## config.mk

```make
export PLATFORM = sky130hd
export DESIGN_NAME = pcd_phy_ctrl
export DESIGN_NICKNAME = d
export VERILOG_FILES = /design/src/hw/pcd_pkg.sv /design/src/hw/pcd_cdt_if.sv /design/src/hw/pcd_cable_test.sv /design/src/hw/pcd_link_mode.sv /design/src/hw/pcd_phy_ctrl.sv
export SDC_FILE = /design/constraint.sdc
export NUM_CORES = 1
export LEC_CHECK = 0
export BUFFER_PORTS_ARGS = -buffer_cell sky130_fd_sc_hd__buf_4
export CAP_MARGIN = 20
export CORE_MARGIN = 2
export CORE_UTILIZATION = 40
export DETAILED_ROUTE_END_ITERATION = 8
export GPL_TIMING_DRIVEN = 0
export PLACE_DENSITY = 0.73
export SLEW_MARGIN = 25
export SYNTH_ARGS = -nofsm -noshare
export SYNTH_HDL_FRONTEND = slang
export SYNTH_HIERARCHICAL = 1
export SYNTH_SLANG_ARGS = --single-unit
```

## constraint.sdc

```tcl
create_clock -name i_clk -period 5.9 [get_ports i_clk]
set_input_delay 1.18 -clock i_clk [delete_from_list [all_inputs] [get_ports i_clk]]
set_output_delay 1.18 -clock i_clk [all_outputs]
set_load 0.01 [all_outputs]
```

## src/hw/pcd_pkg.sv

```systemverilog
package pcd_pkg;

	// ==========================================================
	// Register map, byte addresses on the management port
	// ==========================================================
	localparam logic [7:0] CDT_CTRL_OFS [3] = '{8'h1a, 8'h2a, 8'h3a};
	localparam logic [7:0] CDT_RES_OFS [3] = '{8'h1b, 8'h2b, 8'h3b};
	localparam logic [7:0] XOVER_CTRL_OFS [3] = '{8'h1d, 8'h2d, 8'h3d};
	localparam logic [7:0] CTRL_RESET = 8'h00;

	// Cable test control fields.
	localparam int CTRL_START_BIT = 4;
	localparam int CTRL_RES_LSB = 5;
	localparam int CTRL_CNT_MSB_BIT = 0;

	// Crossover control fields.
	localparam int XOVER_DIS_AUTO_BIT = 2;
	localparam int XOVER_FORCE_MDI_BIT = 1;

	// Alternate management path: PHY register numbers and fields.
	localparam logic [4:0] MIIM_BASIC_REG = 5'h00;
	localparam logic [4:0] MIIM_CDT_REG = 5'h1d;
	localparam int MIIM_DIS_AUTO_BIT = 5;
	localparam int MIIM_FORCE_MDI_BIT = 4;
	localparam int MIIM_START_BIT = 15;
	localparam int MIIM_RES_LSB = 13;

	// ==========================================================
	// Result codes and link modes
	// ==========================================================
	typedef enum logic [1:0] {
		CDT_NORMAL = 2'h0,
		CDT_OPEN = 2'h1,
		CDT_SHORT = 2'h2,
		CDT_INVALID = 2'h3
	} pcd_result_t;

	typedef enum logic [1:0] {
		MODE_10_HD = 2'h0,
		MODE_10_FD = 2'h1,
		MODE_100_HD = 2'h2,
		MODE_100_FD = 2'h3
	} pcd_mode_t;

	// Ability bit positions in advertisement words.
	localparam int ABIL_100_FD = 3;
	localparam int ABIL_100_HD = 2;
	localparam int ABIL_10_FD = 1;
	localparam int ABIL_10_HD = 0;

	// ==========================================================
	// Timing
	// ==========================================================
	localparam int CLK_PERIOD_NS = 50;
	localparam int SILENCE_TIMEOUT_NS = 100000;
	localparam int SILENCE_TIMEOUT_CYC = SILENCE_TIMEOUT_NS / CLK_PERIOD_NS;
	localparam int FAULT_RANGE_DM = 2000;
	localparam int FAULT_STEP_DM = 4;
	localparam logic [8:0] FAULT_COUNT_MAX = 9'(FAULT_RANGE_DM / FAULT_STEP_DM);

endpackage : pcd_pkg

```

## src/hw/pcd_cdt_if.sv

```systemverilog
`timescale 1ns/1ps
interface pcd_cdt_if;
	logic start;
	logic busy;
	logic [1:0] result;
	logic [8:0] count;
	modport ctrl (output start, input busy, input result, input count);
	modport eng (input start, output busy, output result, output count);
endinterface : pcd_cdt_if

```

## src/hw/pcd_cable_test.sv

```systemverilog
`timescale 1ns/1ps
module pcd_cable_test
	import pcd_pkg::*;
#(
	parameter int TIMEOUT_CYC = SILENCE_TIMEOUT_CYC
) (
	// Clock and reset
	input wire logic i_clk,
	input wire logic i_srst,
	// Control side
	pcd_cdt_if.eng cdt,
	// Analog front end
	input wire logic i_partner_silent,
	input wire logic i_echo_seen,
	input wire logic i_echo_short,
	output logic o_quiet_req,
	output logic o_tdr_pulse
);
	if (TIMEOUT_CYC < 1 || TIMEOUT_CYC > 4095) begin : g_bad_timeout
		$error("TIMEOUT_CYC out of range");
	end

	typedef enum logic [3:0] {
		ST_IDLE = 4'b0001,
		ST_QUIET = 4'b0010,
		ST_PULSE = 4'b0100,
		ST_MEAS = 4'b1000
	} pcd_cdt_state_t;

	pcd_cdt_state_t state;
	logic [11:0] timer;

	assign cdt.busy = (state != ST_IDLE);
	assign o_quiet_req = (state != ST_IDLE);
	assign o_tdr_pulse = (state == ST_PULSE);

	always_ff @(posedge i_clk) begin
		if (i_srst) begin
			state <= ST_IDLE;
			timer <= '0;
		end else begin
			case (state)
				ST_IDLE: begin
					timer <= '0;
					if (cdt.start) state <= ST_QUIET;
				end
				ST_QUIET: begin
					timer <= timer + 12'h001;
					if (i_partner_silent) state <= ST_PULSE;
					else if (timer == 12'(TIMEOUT_CYC - 1)) state <= ST_IDLE;
				end
				ST_PULSE: state <= ST_MEAS;
				ST_MEAS: begin
					if (i_echo_seen || cdt.count == FAULT_COUNT_MAX) state <= ST_IDLE;
				end
				default: state <= ST_IDLE;
			endcase
		end
	end

	// Results clear only when a new test starts, so software can read them at leisure.
	always_ff @(posedge i_clk) begin
		if (i_srst) begin
			cdt.result <= CDT_NORMAL;
			cdt.count <= '0;
		end else if (state == ST_IDLE && cdt.start) begin
			cdt.result <= CDT_NORMAL;
			cdt.count <= '0;
		end else if (state == ST_QUIET && !i_partner_silent && timer == 12'(TIMEOUT_CYC - 1)) begin
			cdt.result <= CDT_INVALID;
		end else if (state == ST_MEAS) begin
			if (i_echo_seen) cdt.result <= i_echo_short ? CDT_SHORT : CDT_OPEN;
			else if (cdt.count != FAULT_COUNT_MAX) cdt.count <= cdt.count + 9'h001;
		end
	end

	property p_timeout_invalid;
		@(posedge i_clk) disable iff (i_srst)
		(state == ST_QUIET && !i_partner_silent && timer == 12'(TIMEOUT_CYC - 1))
			|=> (cdt.result == CDT_INVALID) && !cdt.busy;
	endproperty
	a_timeout_invalid: assert property (p_timeout_invalid) else $error("timeout did not give invalid result");

	property p_count_range;
		@(posedge i_clk) disable iff (i_srst) cdt.count <= FAULT_COUNT_MAX;
	endproperty
	a_count_range: assert property (p_count_range) else $error("fault count beyond range");

	property p_pulse_once;
		@(posedge i_clk) disable iff (i_srst) o_tdr_pulse |=> !o_tdr_pulse && (state == ST_MEAS);
	endproperty
	a_pulse_once: assert property (p_pulse_once) else $error("pulse not single");

	property p_hold;
		@(posedge i_clk) disable iff (i_srst)
		(!cdt.busy && !cdt.start) |=> $stable(cdt.result) && $stable(cdt.count);
	endproperty
	a_hold: assert property (p_hold) else $error("result changed while idle");

	c_invalid: cover property (@(posedge i_clk) disable iff (i_srst) cdt.result == CDT_INVALID);
	c_short: cover property (@(posedge i_clk) disable iff (i_srst) cdt.result == CDT_SHORT);
endmodule : pcd_cable_test

```

## src/hw/pcd_link_mode.sv

```systemverilog
`timescale 1ns/1ps
module pcd_link_mode
	import pcd_pkg::*;
(
	// Clock and reset
	input wire logic i_clk,
	input wire logic i_srst,
	// Abilities
	input wire logic [3:0] i_local_adv,
	input wire logic [3:0] i_partner_adv,
	input wire logic i_adv_valid,
	// Parallel detection
	input wire logic i_pd_100,
	input wire logic i_pd_10,
	// Result
	output pcd_mode_t o_mode,
	output logic o_link_up
);
	function automatic logic [2:0] best_mode(input logic [3:0] common);
		if (common[ABIL_100_FD]) return {1'b1, MODE_100_FD};
		if (common[ABIL_100_HD]) return {1'b1, MODE_100_HD};
		if (common[ABIL_10_FD]) return {1'b1, MODE_10_FD};
		return {common[ABIL_10_HD], MODE_10_HD};
	endfunction : best_mode

	logic [2:0] pick;
	assign pick = best_mode(i_local_adv & i_partner_adv);

	always_ff @(posedge i_clk) begin
		if (i_srst) begin
			o_mode <= MODE_10_HD;
			o_link_up <= 1'b0;
		end else if (i_adv_valid) begin
			o_mode <= pcd_mode_t'(pick[1:0]);
			o_link_up <= pick[2];
		end else if (i_pd_100) begin
			o_mode <= MODE_100_HD;
			o_link_up <= 1'b1;
		end else if (i_pd_10) begin
			o_mode <= MODE_10_HD;
			o_link_up <= 1'b1;
		end else begin
			o_link_up <= 1'b0;
		end
	end

	property p_best_100fd;
		@(posedge i_clk) disable iff (i_srst)
		(i_adv_valid && i_local_adv[ABIL_100_FD] && i_partner_adv[ABIL_100_FD]) |=> o_mode == MODE_100_FD && o_link_up;
	endproperty
	a_best_100fd: assert property (p_best_100fd) else $error("best mode not chosen");

	property p_pd_100;
		@(posedge i_clk) disable iff (i_srst)
		(!i_adv_valid && i_pd_100) |=> o_mode == MODE_100_HD && o_link_up;
	endproperty
	a_pd_100: assert property (p_pd_100) else $error("parallel detect failed");
endmodule : pcd_link_mode

```

## src/hw/pcd_phy_ctrl.sv

```systemverilog
`timescale 1ns/1ps
// Functional notes
// - MDI transmits pair one; MDI-X swaps pairs.
// - Pick best common mode, 100 full first.
// - Negotiation only on the copper ports.
// - No advertisements: mode from detected signalling.
// - Control bit 2 disables auto crossover.
// - Bit 4 starts test, self-clears when done.
// - Result bits 6:5 normal/open/short/invalid.
// - Partner not silenced gives invalid, no measurement.
// - Nine-bit distance count, ctrl bit 0 MSB.
// - Separate test registers for each copper port.
// - Same test reachable through PHY register 1d; crossover bits through register 0.
// - Distance range 200 m, copper only.
module pcd_phy_ctrl
	import pcd_pkg::*;
#(
	parameter int NUM_PORTS = 3,
	parameter int TIMEOUT_CYC = SILENCE_TIMEOUT_CYC
) (
	// Clock and reset
	input wire logic i_clk,
	input wire logic i_srst,
	// Management register port
	input wire logic [7:0] i_reg_addr,
	input wire logic i_reg_wr,
	input wire logic i_reg_rd,
	input wire logic [7:0] i_reg_wdata,
	output logic [7:0] o_reg_rdata,
	// Alternate PHY register path
	input wire logic [1:0] i_miim_phy,
	input wire logic [4:0] i_miim_reg,
	input wire logic i_miim_wr,
	input wire logic i_miim_rd,
	input wire logic [15:0] i_miim_wdata,
	output logic [15:0] o_miim_rdata,
	// Pair routing per port
	input wire logic [NUM_PORTS-1:0] i_tx_pair_pos,
	input wire logic [NUM_PORTS-1:0] i_tx_pair_neg,
	input wire logic [NUM_PORTS-1:0][1:0] i_rx_pair1,
	input wire logic [NUM_PORTS-1:0][1:0] i_rx_pair2,
	input wire logic [NUM_PORTS-1:0] i_remote_on_pair1,
	output logic [NUM_PORTS-1:0][1:0] o_pair1_drive,
	output logic [NUM_PORTS-1:0][1:0] o_pair2_drive,
	output logic [NUM_PORTS-1:0][1:0] o_rx_data,
	output logic [NUM_PORTS-1:0] o_mdix,
	// Negotiation per port
	input wire logic [NUM_PORTS-1:0][3:0] i_local_adv,
	input wire logic [NUM_PORTS-1:0][3:0] i_partner_adv,
	input wire logic [NUM_PORTS-1:0] i_adv_valid,
	input wire logic [NUM_PORTS-1:0] i_pd_100,
	input wire logic [NUM_PORTS-1:0] i_pd_10,
	output pcd_mode_t [NUM_PORTS-1:0] o_mode,
	output logic [NUM_PORTS-1:0] o_link_up,
	// Reflectometer front end per port
	input wire logic [NUM_PORTS-1:0] i_partner_silent,
	input wire logic [NUM_PORTS-1:0] i_echo_seen,
	input wire logic [NUM_PORTS-1:0] i_echo_short,
	output logic [NUM_PORTS-1:0] o_quiet_req,
	output logic [NUM_PORTS-1:0] o_tdr_pulse
);
	if (NUM_PORTS != 3) begin : g_bad_ports
		$error("NUM_PORTS must be 3, one per copper port");
	end

	// ==========================================================
	// Address decode
	// ==========================================================
	// Returns {hit, kind[1:0], port[1:0]}; kind 0 ctrl, 1 result, 2 crossover.
	function automatic logic [4:0] decode(input logic [7:0] addr);
		for (int p = 0; p < 3; p++) begin
			if (addr == CDT_CTRL_OFS[p]) return {1'b1, 2'h0, 2'(p)};
			if (addr == CDT_RES_OFS[p]) return {1'b1, 2'h1, 2'(p)};
			if (addr == XOVER_CTRL_OFS[p]) return {1'b1, 2'h2, 2'(p)};
		end
		return 5'h00;
	endfunction : decode

	function automatic logic miim_hit(input logic [1:0] phy, input logic [4:0] regn, input logic [4:0] want,
		input int p);
		return (phy == 2'(p + 1)) && (regn == want);
	endfunction : miim_hit

	logic [4:0] dec;
	assign dec = decode(i_reg_addr);

	// ==========================================================
	// Per-port state
	// ==========================================================
	logic [NUM_PORTS-1:0][7:0] xover;
	logic [NUM_PORTS-1:0] start;
	logic [NUM_PORTS-1:0] busy;
	logic [NUM_PORTS-1:0][1:0] result;
	logic [NUM_PORTS-1:0][8:0] count;
	logic [NUM_PORTS-1:0][7:0] ctrl_view;
	logic [NUM_PORTS-1:0][15:0] miim_basic_view;
	logic [NUM_PORTS-1:0][15:0] miim_cdt_view;

	generate
		for (genvar p = 0; p < NUM_PORTS; p++) begin : g_port
			pcd_cdt_if cdt ();
			logic reg_start;
			logic miim_start;
			logic reg_xo_wr;
			logic miim_xo_wr;

			// each port has its own test registers
			assign reg_start = i_reg_wr && dec[4] && dec[3:2] == 2'h0 && dec[1:0] == 2'(p)
				&& i_reg_wdata[CTRL_START_BIT];
			assign miim_start = i_miim_wr && miim_hit(i_miim_phy, i_miim_reg, MIIM_CDT_REG, p)
				&& i_miim_wdata[MIIM_START_BIT];
			assign cdt.start = (reg_start || miim_start) && !cdt.busy;
			assign start[p] = cdt.start;
			assign busy[p] = cdt.busy;
			assign result[p] = cdt.result;
			assign count[p] = cdt.count;

			// start bit reads busy, clears itself when the test ends
			always_comb begin
				ctrl_view[p] = 8'h00;
				ctrl_view[p][CTRL_RES_LSB +: 2] = cdt.result;
				ctrl_view[p][CTRL_START_BIT] = cdt.busy;
				ctrl_view[p][CTRL_CNT_MSB_BIT] = cdt.count[8];
			end

			always_comb begin
				miim_basic_view[p] = 16'h0000;
				miim_basic_view[p][MIIM_DIS_AUTO_BIT] = xover[p][XOVER_DIS_AUTO_BIT];
				miim_basic_view[p][MIIM_FORCE_MDI_BIT] = xover[p][XOVER_FORCE_MDI_BIT];
				miim_cdt_view[p] = 16'h0000;
				miim_cdt_view[p][MIIM_START_BIT] = cdt.busy;
				miim_cdt_view[p][MIIM_RES_LSB +: 2] = cdt.result;
				miim_cdt_view[p][8:0] = cdt.count;
			end

			assign reg_xo_wr = i_reg_wr && dec[4] && dec[3:2] == 2'h2 && dec[1:0] == 2'(p);
			assign miim_xo_wr = i_miim_wr && miim_hit(i_miim_phy, i_miim_reg, MIIM_BASIC_REG, p);

			// Register port wins when both paths write in one cycle.
			always_ff @(posedge i_clk) begin
				if (i_srst) begin
					xover[p] <= CTRL_RESET;
				end else if (reg_xo_wr) begin
					xover[p] <= i_reg_wdata;
				end else if (miim_xo_wr) begin
					xover[p] <= 8'h00;
					xover[p][XOVER_DIS_AUTO_BIT] <= i_miim_wdata[MIIM_DIS_AUTO_BIT];
					xover[p][XOVER_FORCE_MDI_BIT] <= i_miim_wdata[MIIM_FORCE_MDI_BIT];
				end
			end

			// auto sense unless disabled; forced MDI-X when bit 1 is clear
			assign o_mdix[p] = xover[p][XOVER_DIS_AUTO_BIT] ? !xover[p][XOVER_FORCE_MDI_BIT]
				: i_remote_on_pair1[p];

			// pair roles follow the crossover state
			always_ff @(posedge i_clk) begin
				if (i_srst) begin
					o_pair1_drive[p] <= 2'h0;
					o_pair2_drive[p] <= 2'h0;
					o_rx_data[p] <= 2'h0;
				end else if (o_mdix[p]) begin
					o_pair1_drive[p] <= 2'h0;
					o_pair2_drive[p] <= {i_tx_pair_pos[p], i_tx_pair_neg[p]};
					o_rx_data[p] <= i_rx_pair1[p];
				end else begin
					o_pair1_drive[p] <= {i_tx_pair_pos[p], i_tx_pair_neg[p]};
					o_pair2_drive[p] <= 2'h0;
					o_rx_data[p] <= i_rx_pair2[p];
				end
			end

			pcd_cable_test #(
				.TIMEOUT_CYC(TIMEOUT_CYC)
			) u_cdt (
				.i_clk(i_clk),
				.i_srst(i_srst),
				.cdt(cdt.eng),
				.i_partner_silent(i_partner_silent[p]),
				.i_echo_seen(i_echo_seen[p]),
				.i_echo_short(i_echo_short[p]),
				.o_quiet_req(o_quiet_req[p]),
				.o_tdr_pulse(o_tdr_pulse[p])
			);

			// negotiation exists only on copper ports
			pcd_link_mode u_link (
				.i_clk(i_clk),
				.i_srst(i_srst),
				.i_local_adv(i_local_adv[p]),
				.i_partner_adv(i_partner_adv[p]),
				.i_adv_valid(i_adv_valid[p]),
				.i_pd_100(i_pd_100[p]),
				.i_pd_10(i_pd_10[p]),
				.o_mode(o_mode[p]),
				.o_link_up(o_link_up[p])
			);
		end
	endgenerate

	// ==========================================================
	// Read data
	// ==========================================================
	// Reads are registered; unmapped addresses answer zero.
	always_ff @(posedge i_clk) begin
		if (i_srst) begin
			o_reg_rdata <= 8'h00;
		end else if (i_reg_rd) begin
			if (!dec[4]) o_reg_rdata <= 8'h00;
			else if (dec[3:2] == 2'h0) o_reg_rdata <= ctrl_view[dec[1:0]];
			else if (dec[3:2] == 2'h1) o_reg_rdata <= count[dec[1:0]][7:0];
			else o_reg_rdata <= xover[dec[1:0]];
		end
	end

	always_ff @(posedge i_clk) begin
		if (i_srst) begin
			o_miim_rdata <= 16'h0000;
		end else if (i_miim_rd) begin
			if (i_miim_phy == 2'h0) o_miim_rdata <= 16'h0000;
			else if (i_miim_reg == MIIM_CDT_REG) o_miim_rdata <= miim_cdt_view[i_miim_phy - 2'h1];
			else if (i_miim_reg == MIIM_BASIC_REG) o_miim_rdata <= miim_basic_view[i_miim_phy - 2'h1];
			else o_miim_rdata <= 16'h0000;
		end
	end

	// ==========================================================
	// Checks
	// ==========================================================
	property p_start_busy;
		@(posedge i_clk) disable iff (i_srst) start[0] |=> busy[0] && ctrl_view[0][CTRL_START_BIT];
	endproperty
	a_start_busy: assert property (p_start_busy) else $error("start did not raise busy");

	property p_forced_mdix;
		@(posedge i_clk) disable iff (i_srst)
		(xover[1][XOVER_DIS_AUTO_BIT] && !xover[1][XOVER_FORCE_MDI_BIT]) |-> o_mdix[1];
	endproperty
	a_forced_mdix: assert property (p_forced_mdix) else $error("forced MDI-X not applied");

	property p_mdi_route;
		@(posedge i_clk) disable iff (i_srst)
		!o_mdix[0] |=> o_pair1_drive[0] == {$past(i_tx_pair_pos[0]), $past(i_tx_pair_neg[0])}
			&& o_pair2_drive[0] == 2'h0;
	endproperty
	a_mdi_route: assert property (p_mdi_route) else $error("MDI pair routing wrong");

	property p_ctrl_read;
		@(posedge i_clk) disable iff (i_srst)
		(i_reg_rd && i_reg_addr == CDT_CTRL_OFS[2]) |=>
			o_reg_rdata[CTRL_RES_LSB +: 2] == $past(result[2]) && o_reg_rdata[CTRL_CNT_MSB_BIT] == $past(count[2][8]);
	endproperty
	a_ctrl_read: assert property (p_ctrl_read) else $error("control readback wrong");

	property p_unmapped;
		@(posedge i_clk) disable iff (i_srst) (i_reg_rd && !dec[4]) |=> o_reg_rdata == 8'h00;
	endproperty
	a_unmapped: assert property (p_unmapped) else $error("unmapped read not zero");

	property p_mdix_route;
		@(posedge i_clk) disable iff (i_srst)
		o_mdix[0] |=> o_pair2_drive[0] == {$past(i_tx_pair_pos[0]), $past(i_tx_pair_neg[0])}
			&& o_pair1_drive[0] == 2'h0 && o_rx_data[0] == $past(i_rx_pair1[0]);
	endproperty
	a_mdix_route: assert property (p_mdix_route) else $error("MDI-X pair routing wrong");

	property p_result_read;
		@(posedge i_clk) disable iff (i_srst)
		(i_reg_rd && i_reg_addr == CDT_RES_OFS[0]) |=> o_reg_rdata == $past(count[0][7:0]);
	endproperty
	a_result_read: assert property (p_result_read) else $error("result readback wrong");

	property p_xover_write;
		@(posedge i_clk) disable iff (i_srst)
		(i_reg_wr && i_reg_addr == XOVER_CTRL_OFS[2]) |=> xover[2] == $past(i_reg_wdata);
	endproperty
	a_xover_write: assert property (p_xover_write) else $error("crossover write lost");

	property p_miim_cdt_read;
		@(posedge i_clk) disable iff (i_srst)
		(i_miim_rd && i_miim_phy == 2'h2 && i_miim_reg == MIIM_CDT_REG) |=>
			o_miim_rdata[MIIM_RES_LSB +: 2] == $past(result[1]) && o_miim_rdata[8:0] == $past(count[1])
			&& o_miim_rdata[MIIM_START_BIT] == $past(busy[1]);
	endproperty
	a_miim_cdt_read: assert property (p_miim_cdt_read) else $error("alternate readback wrong");

	property p_miim_basic_read;
		@(posedge i_clk) disable iff (i_srst)
		(i_miim_rd && i_miim_phy == 2'h1 && i_miim_reg == MIIM_BASIC_REG) |=>
			o_miim_rdata[MIIM_DIS_AUTO_BIT] == $past(xover[0][XOVER_DIS_AUTO_BIT]);
	endproperty
	a_miim_basic_read: assert property (p_miim_basic_read) else $error("alternate crossover read wrong");

	property p_start_clear;
		@(posedge i_clk) disable iff (i_srst)
		start[2] |=> result[2] == CDT_NORMAL && count[2] == 9'h000;
	endproperty
	a_start_clear: assert property (p_start_clear) else $error("old result not cleared at start");

	c_test_done: cover property (@(posedge i_clk) disable iff (i_srst) busy[0] ##1 !busy[0]);
	c_miim_start: cover property (@(posedge i_clk) disable iff (i_srst) i_miim_wr && start[1]);
	c_mdix: cover property (@(posedge i_clk) disable iff (i_srst) o_mdix[2]);
endmodule : pcd_phy_ctrl

```

## Word level (Yosys, flattened, before mapping)

Index checks and enable logic that the tools add are counted.

| word-level totals | value |
|---|---|
| register bits after elaboration | 156 |
| bits in latches | 0 |
| memory bits (writable) | 0 |
| ROM bits | 0 |
| bits of input ports | 108 |
| output and inout port bits | 60 |
| word-level logic and storage cells | 371 |
| memories kept | 0 |

| operators by class | value |
|---|---|
| add/subtract/negate cells | 7 |
| multiply operators | 0 |
| div/mod/pow operators | 0 |
| magnitude comparators | 2 |
| eq/ne operators | 50 |
| shift operators | 0 |
| muxes and demuxes | 177 |
| bitwise logic cells | 12 |
| reduce and logical (&&, ||, !) cells | 91 |

Operator list:

| cell | count |
|---|---|
| $mux W5 | 22 |
| $mux W8 | 12 |
| $mux W16 | 5 |
| $mux W1 | 73 |
| $pmux W12 S2 | 3 |
| $bmux W16 S2 | 2 |
| $mux W3 | 18 |
| $eq A8 B6 Y1 const B | 6 |
| $mux W2 | 24 |
| $mux W4 | 12 |
| $pmux W4 S4 | 3 |
| $logic_and A1 B1 Y1 | 39 |
| $add A12 B1 Y12 const B | 3 |
| $eq A12 B11 Y1 const B | 3 |
| $bmux W8 S2 | 2 |
| $add A9 B1 Y9 const B | 3 |
| $eq A9 B9 Y1 const B | 3 |
| $ne A9 B9 Y1 const B | 3 |
| $eq A8 B5 Y1 const B | 3 |
| $reduce_bool A2 Y1 | 12 |
| $bmux W9 S2 | 1 |
| $reduce_or A2 Y1 | 9 |
| $and A4 B4 Y4 | 3 |
| $eq A4 B1 Y1 const B | 3 |
| other kinds (20) | 72 |

## Depth between registers and ports, before layout

| depth | value |
|---|---|
| word-level depth | 31 |
| mapped depth | 10 |
| depth with buffers taken out | 8 |

## Hierarchy

Netlist, hierarchy kept.

By module, submodules not included:

| module | instances | cells an instance | area an instance (sq um) | sequential area each (sq um) |
|---|---|---|---|---|
| pcd_phy_ctrl | 1 | 397 | 3359.5 | 1241.2 |
| pcd_cable_test (g_port[0].u_cdt ...) | 2 | 154 | 1311.3 | 540.5 |
| pcd_cable_test (g_port[2].u_cdt) | 1 | 157 | 1337.5 | 540.5 |
| pcd_link_mode | 3 | 15 | 143.9 | 60.1 |

## Worst setup path before layout

OpenSTA, ideal clock, no wires.

| path | value |
|---|---|
| path type | input-to-reg |
| start | in i_miim_phy[0] |
| end | reg o_miim_rdata[13] |
| setup time | 0.128 ns |
| arrival | 2.988 ns |
| required time | 5.772 ns |
| setup slack | 2.785 ns |
| stages on the path | 10 |
| path buffers | 3 |
| cell sequence | inv_1 buf_1 ha_1 clkbuf_1 buf_1 mux2i_1 nor2_1 a21oi_1 a2bb2oi_1 nor2_1 |

| on the way | value |
|---|---|
| word-level cells in the longest chain between the ends | 6 |
| elaborated cells between the ends (all ways) | 9 |
| those cells by class | add/sub (1); mux (7); reduce/logical (1) |

RTL lines:

| element | RTL line | source |
|---|---|---|
| from (decl) | pcd_phy_ctrl.sv:31 | `input wire logic [1:0] i_miim_phy,` |
| $sub A2 B1 Y2 | pcd_phy_ctrl.sv:221, pcd_phy_ctrl.sv:222 |  |
| $bmux W16 S2 | pcd_phy_ctrl.sv:222 | `else if (i_miim_reg == MIIM_BASIC_REG) o_miim_rdata <= miim_basic_view[i_miim_phy - 2'h1];` |
| $mux W16 (implied by the code) | pcd_phy_ctrl.sv:222 |  |
| $mux W16 | pcd_phy_ctrl.sv:222 |  |
| $mux W16 | pcd_phy_ctrl.sv:221 | `else if (i_miim_reg == MIIM_CDT_REG) o_miim_rdata <= miim_cdt_view[i_miim_phy - 2'h1];` |
| $mux W16 (*) | pcd_phy_ctrl.sv:220 | `if (i_miim_phy == 2'h0) o_miim_rdata <= 16'h0000;` |
| to (signal assigned) | pcd_phy_ctrl.sv:221 |  |
| to (signal assigned) | pcd_phy_ctrl.sv:222 |  |
| to (decl) | pcd_phy_ctrl.sv:36 | `output logic [15:0] o_miim_rdata,` |

Every way passes the cells marked *; elsewhere a longest branch is shown, timed or not. The select of a mux whose other input is x is not followed.
A chain may end at the register's enable or synchronous reset.

## Final worst setup path

| path | value |
|---|---|
| start | in i_reg_addr[7] |
| end | reg g_port[1].u_cdt.cdt.count[3] |

| on the way | value |
|---|---|
| word-level cells in the longest chain between the ends | 31 |
| elaborated cells between the ends (all ways) | 83 |
| those cells by class | eq/ne (10); mux (64); reduce/logical (9) |

RTL lines:

| element | RTL line | source |
|---|---|---|
| from (decl) | pcd_phy_ctrl.sv:25 | `input wire logic [7:0] i_reg_addr,` |
| $eq A8 B5 Y1 | pcd_phy_ctrl.sv:72 | `if (addr == CDT_CTRL_OFS[p]) return {1'b1, 2'h0, 2'(p)};` |
| $mux W1 | pcd_phy_ctrl.sv:72 |  |
| $mux W1 (2 in a row) | pcd_phy_ctrl.sv:73 | `if (addr == CDT_RES_OFS[p]) return {1'b1, 2'h1, 2'(p)};` |
| $mux W1 (2 in a row) | pcd_phy_ctrl.sv:74 | `if (addr == XOVER_CTRL_OFS[p]) return {1'b1, 2'h2, 2'(p)};` |
| $mux W1 | pcd_phy_ctrl.sv:73 |  |
| $mux W1 | pcd_phy_ctrl.sv:72 |  |
| $mux W1 | pcd_phy_ctrl.sv:71 | `for (int p = 0; p < 3; p++) begin` |
| $mux W1 (2 in a row) | pcd_phy_ctrl.sv:73 |  |
| (+13 left out) | n/a |  |
| $logic_and A1 B1 Y1 | pcd_phy_ctrl.sv:108 | `assign reg_start = i_reg_wr && dec[4] && dec[3:2] == 2'h0 && dec[1:0] == 2'(p)` |
| $logic_and A1 B1 Y1 (*) | pcd_phy_ctrl.sv:108 |  |
| $logic_and A1 B1 Y1 (*) | pcd_phy_ctrl.sv:109 | `&& i_reg_wdata[CTRL_START_BIT];` |
| $logic_or A1 B1 Y1 (*) | pcd_phy_ctrl.sv:112 | `assign cdt.start = (reg_start \|\| miim_start) && !cdt.busy;` |
| $logic_and A1 B1 Y1 (*) | pcd_phy_ctrl.sv:112 |  |
| net g_port[1].cdt.start | pcd_cdt_if.sv:3 | `logic start;` |
| $logic_and A1 B1 Y1 (*) | pcd_cable_test.sv:66 | `end else if (state == ST_IDLE && cdt.start) begin` |
| $reduce_or A2 Y1 (no source line) (*) | n/a |  |
| to (signal assigned) | pcd_cable_test.sv:73 | `else if (cdt.count != FAULT_COUNT_MAX) cdt.count <= cdt.count + 9'h001;` |
| to (decl) | pcd_cdt_if.sv:8 | `modport eng (input start, output busy, output result, output count);` |

Mark *: on every way through the listed nets, which the timed path passes. The rest lies on a longest branch. The select of a mux whose other input is x is not followed.

==> flow_summary.toml <==
[route]
vias = 7485
drt_wl_total_um = 21630
dr.pass1.iters = 5
viasPerCell = 5.553
drc = 0
first_iter_violations = 519
ant_nets = 0
routedWlPerCell_um = 16.04

[floorplan]
dieArea_um2 = 20510
start_util_pct = 41.16
die_w_um = 143.2
rows = 50
die_y_um = 143.2
design.core.area_um2 = 18830
num_io_pins = 168

[hold_path]
hp-start = "o_reg_rdata[7]"
hold_path.class = "reg2reg"

[sta]
slew_viol_final = 0
tightest_slew_ns = 0.9083
slew_headroom_pct = 39.31
clock_skew_ns = 0.01338
finalSetupTns_ns = 0
setup_viol = 0
period_minus_slack_ns = 3.476
hold_ws_ns = 0.4547
max_freq_mhz = 287.7
grt_setup_unrepaired = "false"
hold_viol = 0
period_share_pct = 58.92

[critical_path]
crit_arrival_ns = 3.76
path_class = "in2reg"
worstPathMaxFanout = 10
required_ns = 6.18
worst_setup_path_end_kind = "register"
r2r_start = "g_port[1].u_cdt/state[3]"
crit_start = "i_reg_addr[7]"
startpoint_type = "input pin"

[clock_network]
post_cts_buffers = 0
cts_resized = 0
clk_pin_slew_ns = 0.06
cts_max_path_buffers = 2
cts_tree = "yes"
cts_root_buf = "clkbuf_16"
cts-buffers-inserted = 17
cts_hold_buf = 0
htreeDepth = 4
cts.sinks = 152
clock_latency_ns = 0.42

[grt]
antenna_found_initial = 0
grt_use_met1_pct = 28.15
use_met2_pct = 34.20
grtUsageTotal_pct = 21.21
grt_use_met3_pct = 5.131
grt_pass1_vias = 7079
grt_max_degree = 22
grt_overflow = 0
grt_pass1_wl_um = 34830
busiest_layer = "met2"

[power]
p_comb_share_pct = 7.6
power.switching_mw = 0.5385
p_int_mw = 1.801
power_density_nw_per_um2 = 238.2
leakage_nw = 3.727
ir_drop_v = 0.0001901
total_power_mw = 2.340
clockPowerShare_pct = 47.9
seq_power_share_pct = 44.5
swShare_pct = 23.02

[synth]
ys_types = 63
netlist_area_um2 = 7751
synth_top_area_share_pct = 39.26
yosys_warnings = 6
avgSynthCellArea_um2 = 8.546
post_synth_inst_count = 907
synth_top_cells_by_area = "dfxtp_1 39%, mux2i_1 6.2%, nor2_1 5.5%, a21oi_1 4.7%, nand2_1 3.7%"
synth_seq_cells = 152
synthArstFlopShare_pct = 0
synth_edf_count = 0
ys.flop_type = "dfxtp_1"
synth_top_area_cell = "dfxtp_1"
yosysSeqAreaShare_pct = 39.26

[final_layout]
diodes = 0
final_nets = 1197
multiInputGateArea_um2 = 4397
fillers = 1788
ff_latch_area_um2 = 3043
area_growth_pct = 26.70
drive_above_1_share_pct = 22.70

[run]
cap_viol_max_count = 0

[placed_design]
io_buffers = 147
dp_hpwl_um = 15970
gp_congestion = 0.8712

[run_status]
status = "completed"
==> power groups by stage <==
stage	registers (mW)	clock network, mW	logic, mW
floorplan	1.07	0	0.0712
global placement	1.06	0	0.174
detailed placement	1.06	0	0.176
CTS	1.04	1.14	0.177
global route	1.04	1.19	0.192
finish	1.04	1.12	0.177
==> final timing paths <==
check | cells after the start | slack [ns] | endpoint
worst min-delay path | 2 | 0.45 | o_reg_rdata[7]
worst max register to register | 7 | 3.15 | g_port[1].u_cdt/cdt.count[3]
worst min register to register | 2 | 0.45 | o_reg_rdata[7]
worst max-delay path | 9 | 2.42 | g_port[1].u_cdt/cdt.count[3]
==> synthesized netlist by cell type, types with 6 or more instances <==
cell	count
ha_1	13
buf_2	8
nor2_1	114
nor3b_1	7
and3b_1	6
a211oi_1	22
inv_1	27
xnor2_1	18
nand2b_1	8
a311oi_1	6
or4b_2	6
nor3_1	20
a2bb2oi_1	10
a31oi_1	9
nor4_1	11
or2_2	9
buf_4	10
a22oi_1	11
nor4b_1	11
clkbuf_1	24
a21oi_1	73
or4_1	8
nand2_1	76
nand4_1	18
mux2i_1	48
o21ai_0	25
dfxtp_1	152
nand3_1	37
or3_1	13
nand3b_1	9
mux2_2	12
and3_1	7
o311ai_0	9
==> cell families after synthesis <==
| kind of cell | after synthesis | share of synthesized area [%] |
|---|---|---|
| buf+inv | 78 | 4.407 |
| xor+xnor | 18 | 2.034 |
| simple gates | 389 | 26.81 |
| flops | 152 | 39.26 |
| mux | 64 | 9.104 |
| other cells | 1 | 0.04838 |
| fa+ha+maj | 13 | 2.099 |
| compound gates | 192 | 16.24 |
==> cells in the final DEF (no fill, tap or decap), drive strengths merged, types with 9 or more instances in the layout <==
master   netlist  layout
a211oi        27      27
a21oi         73      73
a22oi         11      11
a2bb2oi       10      10
a31oi          9       9
buf           23     170
clkbuf        25      43
clkinv         3       9
dfxtp        152     152
ha            13      13
inv           27      29
mux2          12      12
mux2i         48      48
nand2         76      76
nand3         37      37
nand3b         9       9
nand4         18      18
nor2         114     114
nor3          20      20
nor4          12      12
nor4b         14      14
o21ai         26      26
o311ai         9       9
or2           10      10
or3           13      13
or4            9       9
or4b          10      10
xnor2         18      18
==> worst max-delay path, cell delays in order <==
cell      delay [ns]
buf_4           0.12
nor3b_1         0.74
clkbuf_1        0.42
nand4b_1        0.20
a21oi_1         0.35
nand2_1         0.13
nand2b_1        0.12
clkbuf_1        0.36
nor2_1          0.12
==> metrics by stage <==
step           area [µm²]  cells  setup WS [ns]  util, %
3_3_place_gp         9191   1317          2.115    48.81
3_5_place_dp         9210   1317          2.087    48.91
4_1_cts              9821   1348          2.444    52.15
6_report             9821   1348          2.424    52.15
2_1_floorplan        7762    910          2.785        -
5_1_grt              9821   1348          2.246    52.15
==> metal layers <==
layer  part of all wire (%)  vias up  wire, µm
li1                       -     3664         -
met1                     44     3508      9538
met2                     46      284      9973
met3                    8.1       29      1751
met4                    1.7        0       363
met5                      0        -         0
==> final cells by class <==
type / instances / share of cell area (%)
tap: 260 / 3.313
clock inverter: 13 / 1.745
clock buffer: 18 / 4.472
buffer: 48 / 2.332
timing repair buffer: 147 / 11.24
inverter: 30 / 1.147
sequential: 152 / 30.98
multi-input combinational: 680 / 44.77
==> sequential cells by signal, summed over array words and instances, names as in the netlist <==
register	cells
g_port.u_cdt/cdt.count	27
g_port.u_cdt/cdt.result	6
g_port.u_cdt/state	12
g_port.u_cdt/timer	36
g_port.u_link/o_link_up	3
g_port.u_link/o_mode	6
miim_basic_view	6
o_miim_rdata	12
o_pair1_drive	6
o_pair2_drive	6
o_reg_rdata	8
o_rx_data	6
xover	18
Note: power is estimated with default switching activity, not from simulation.
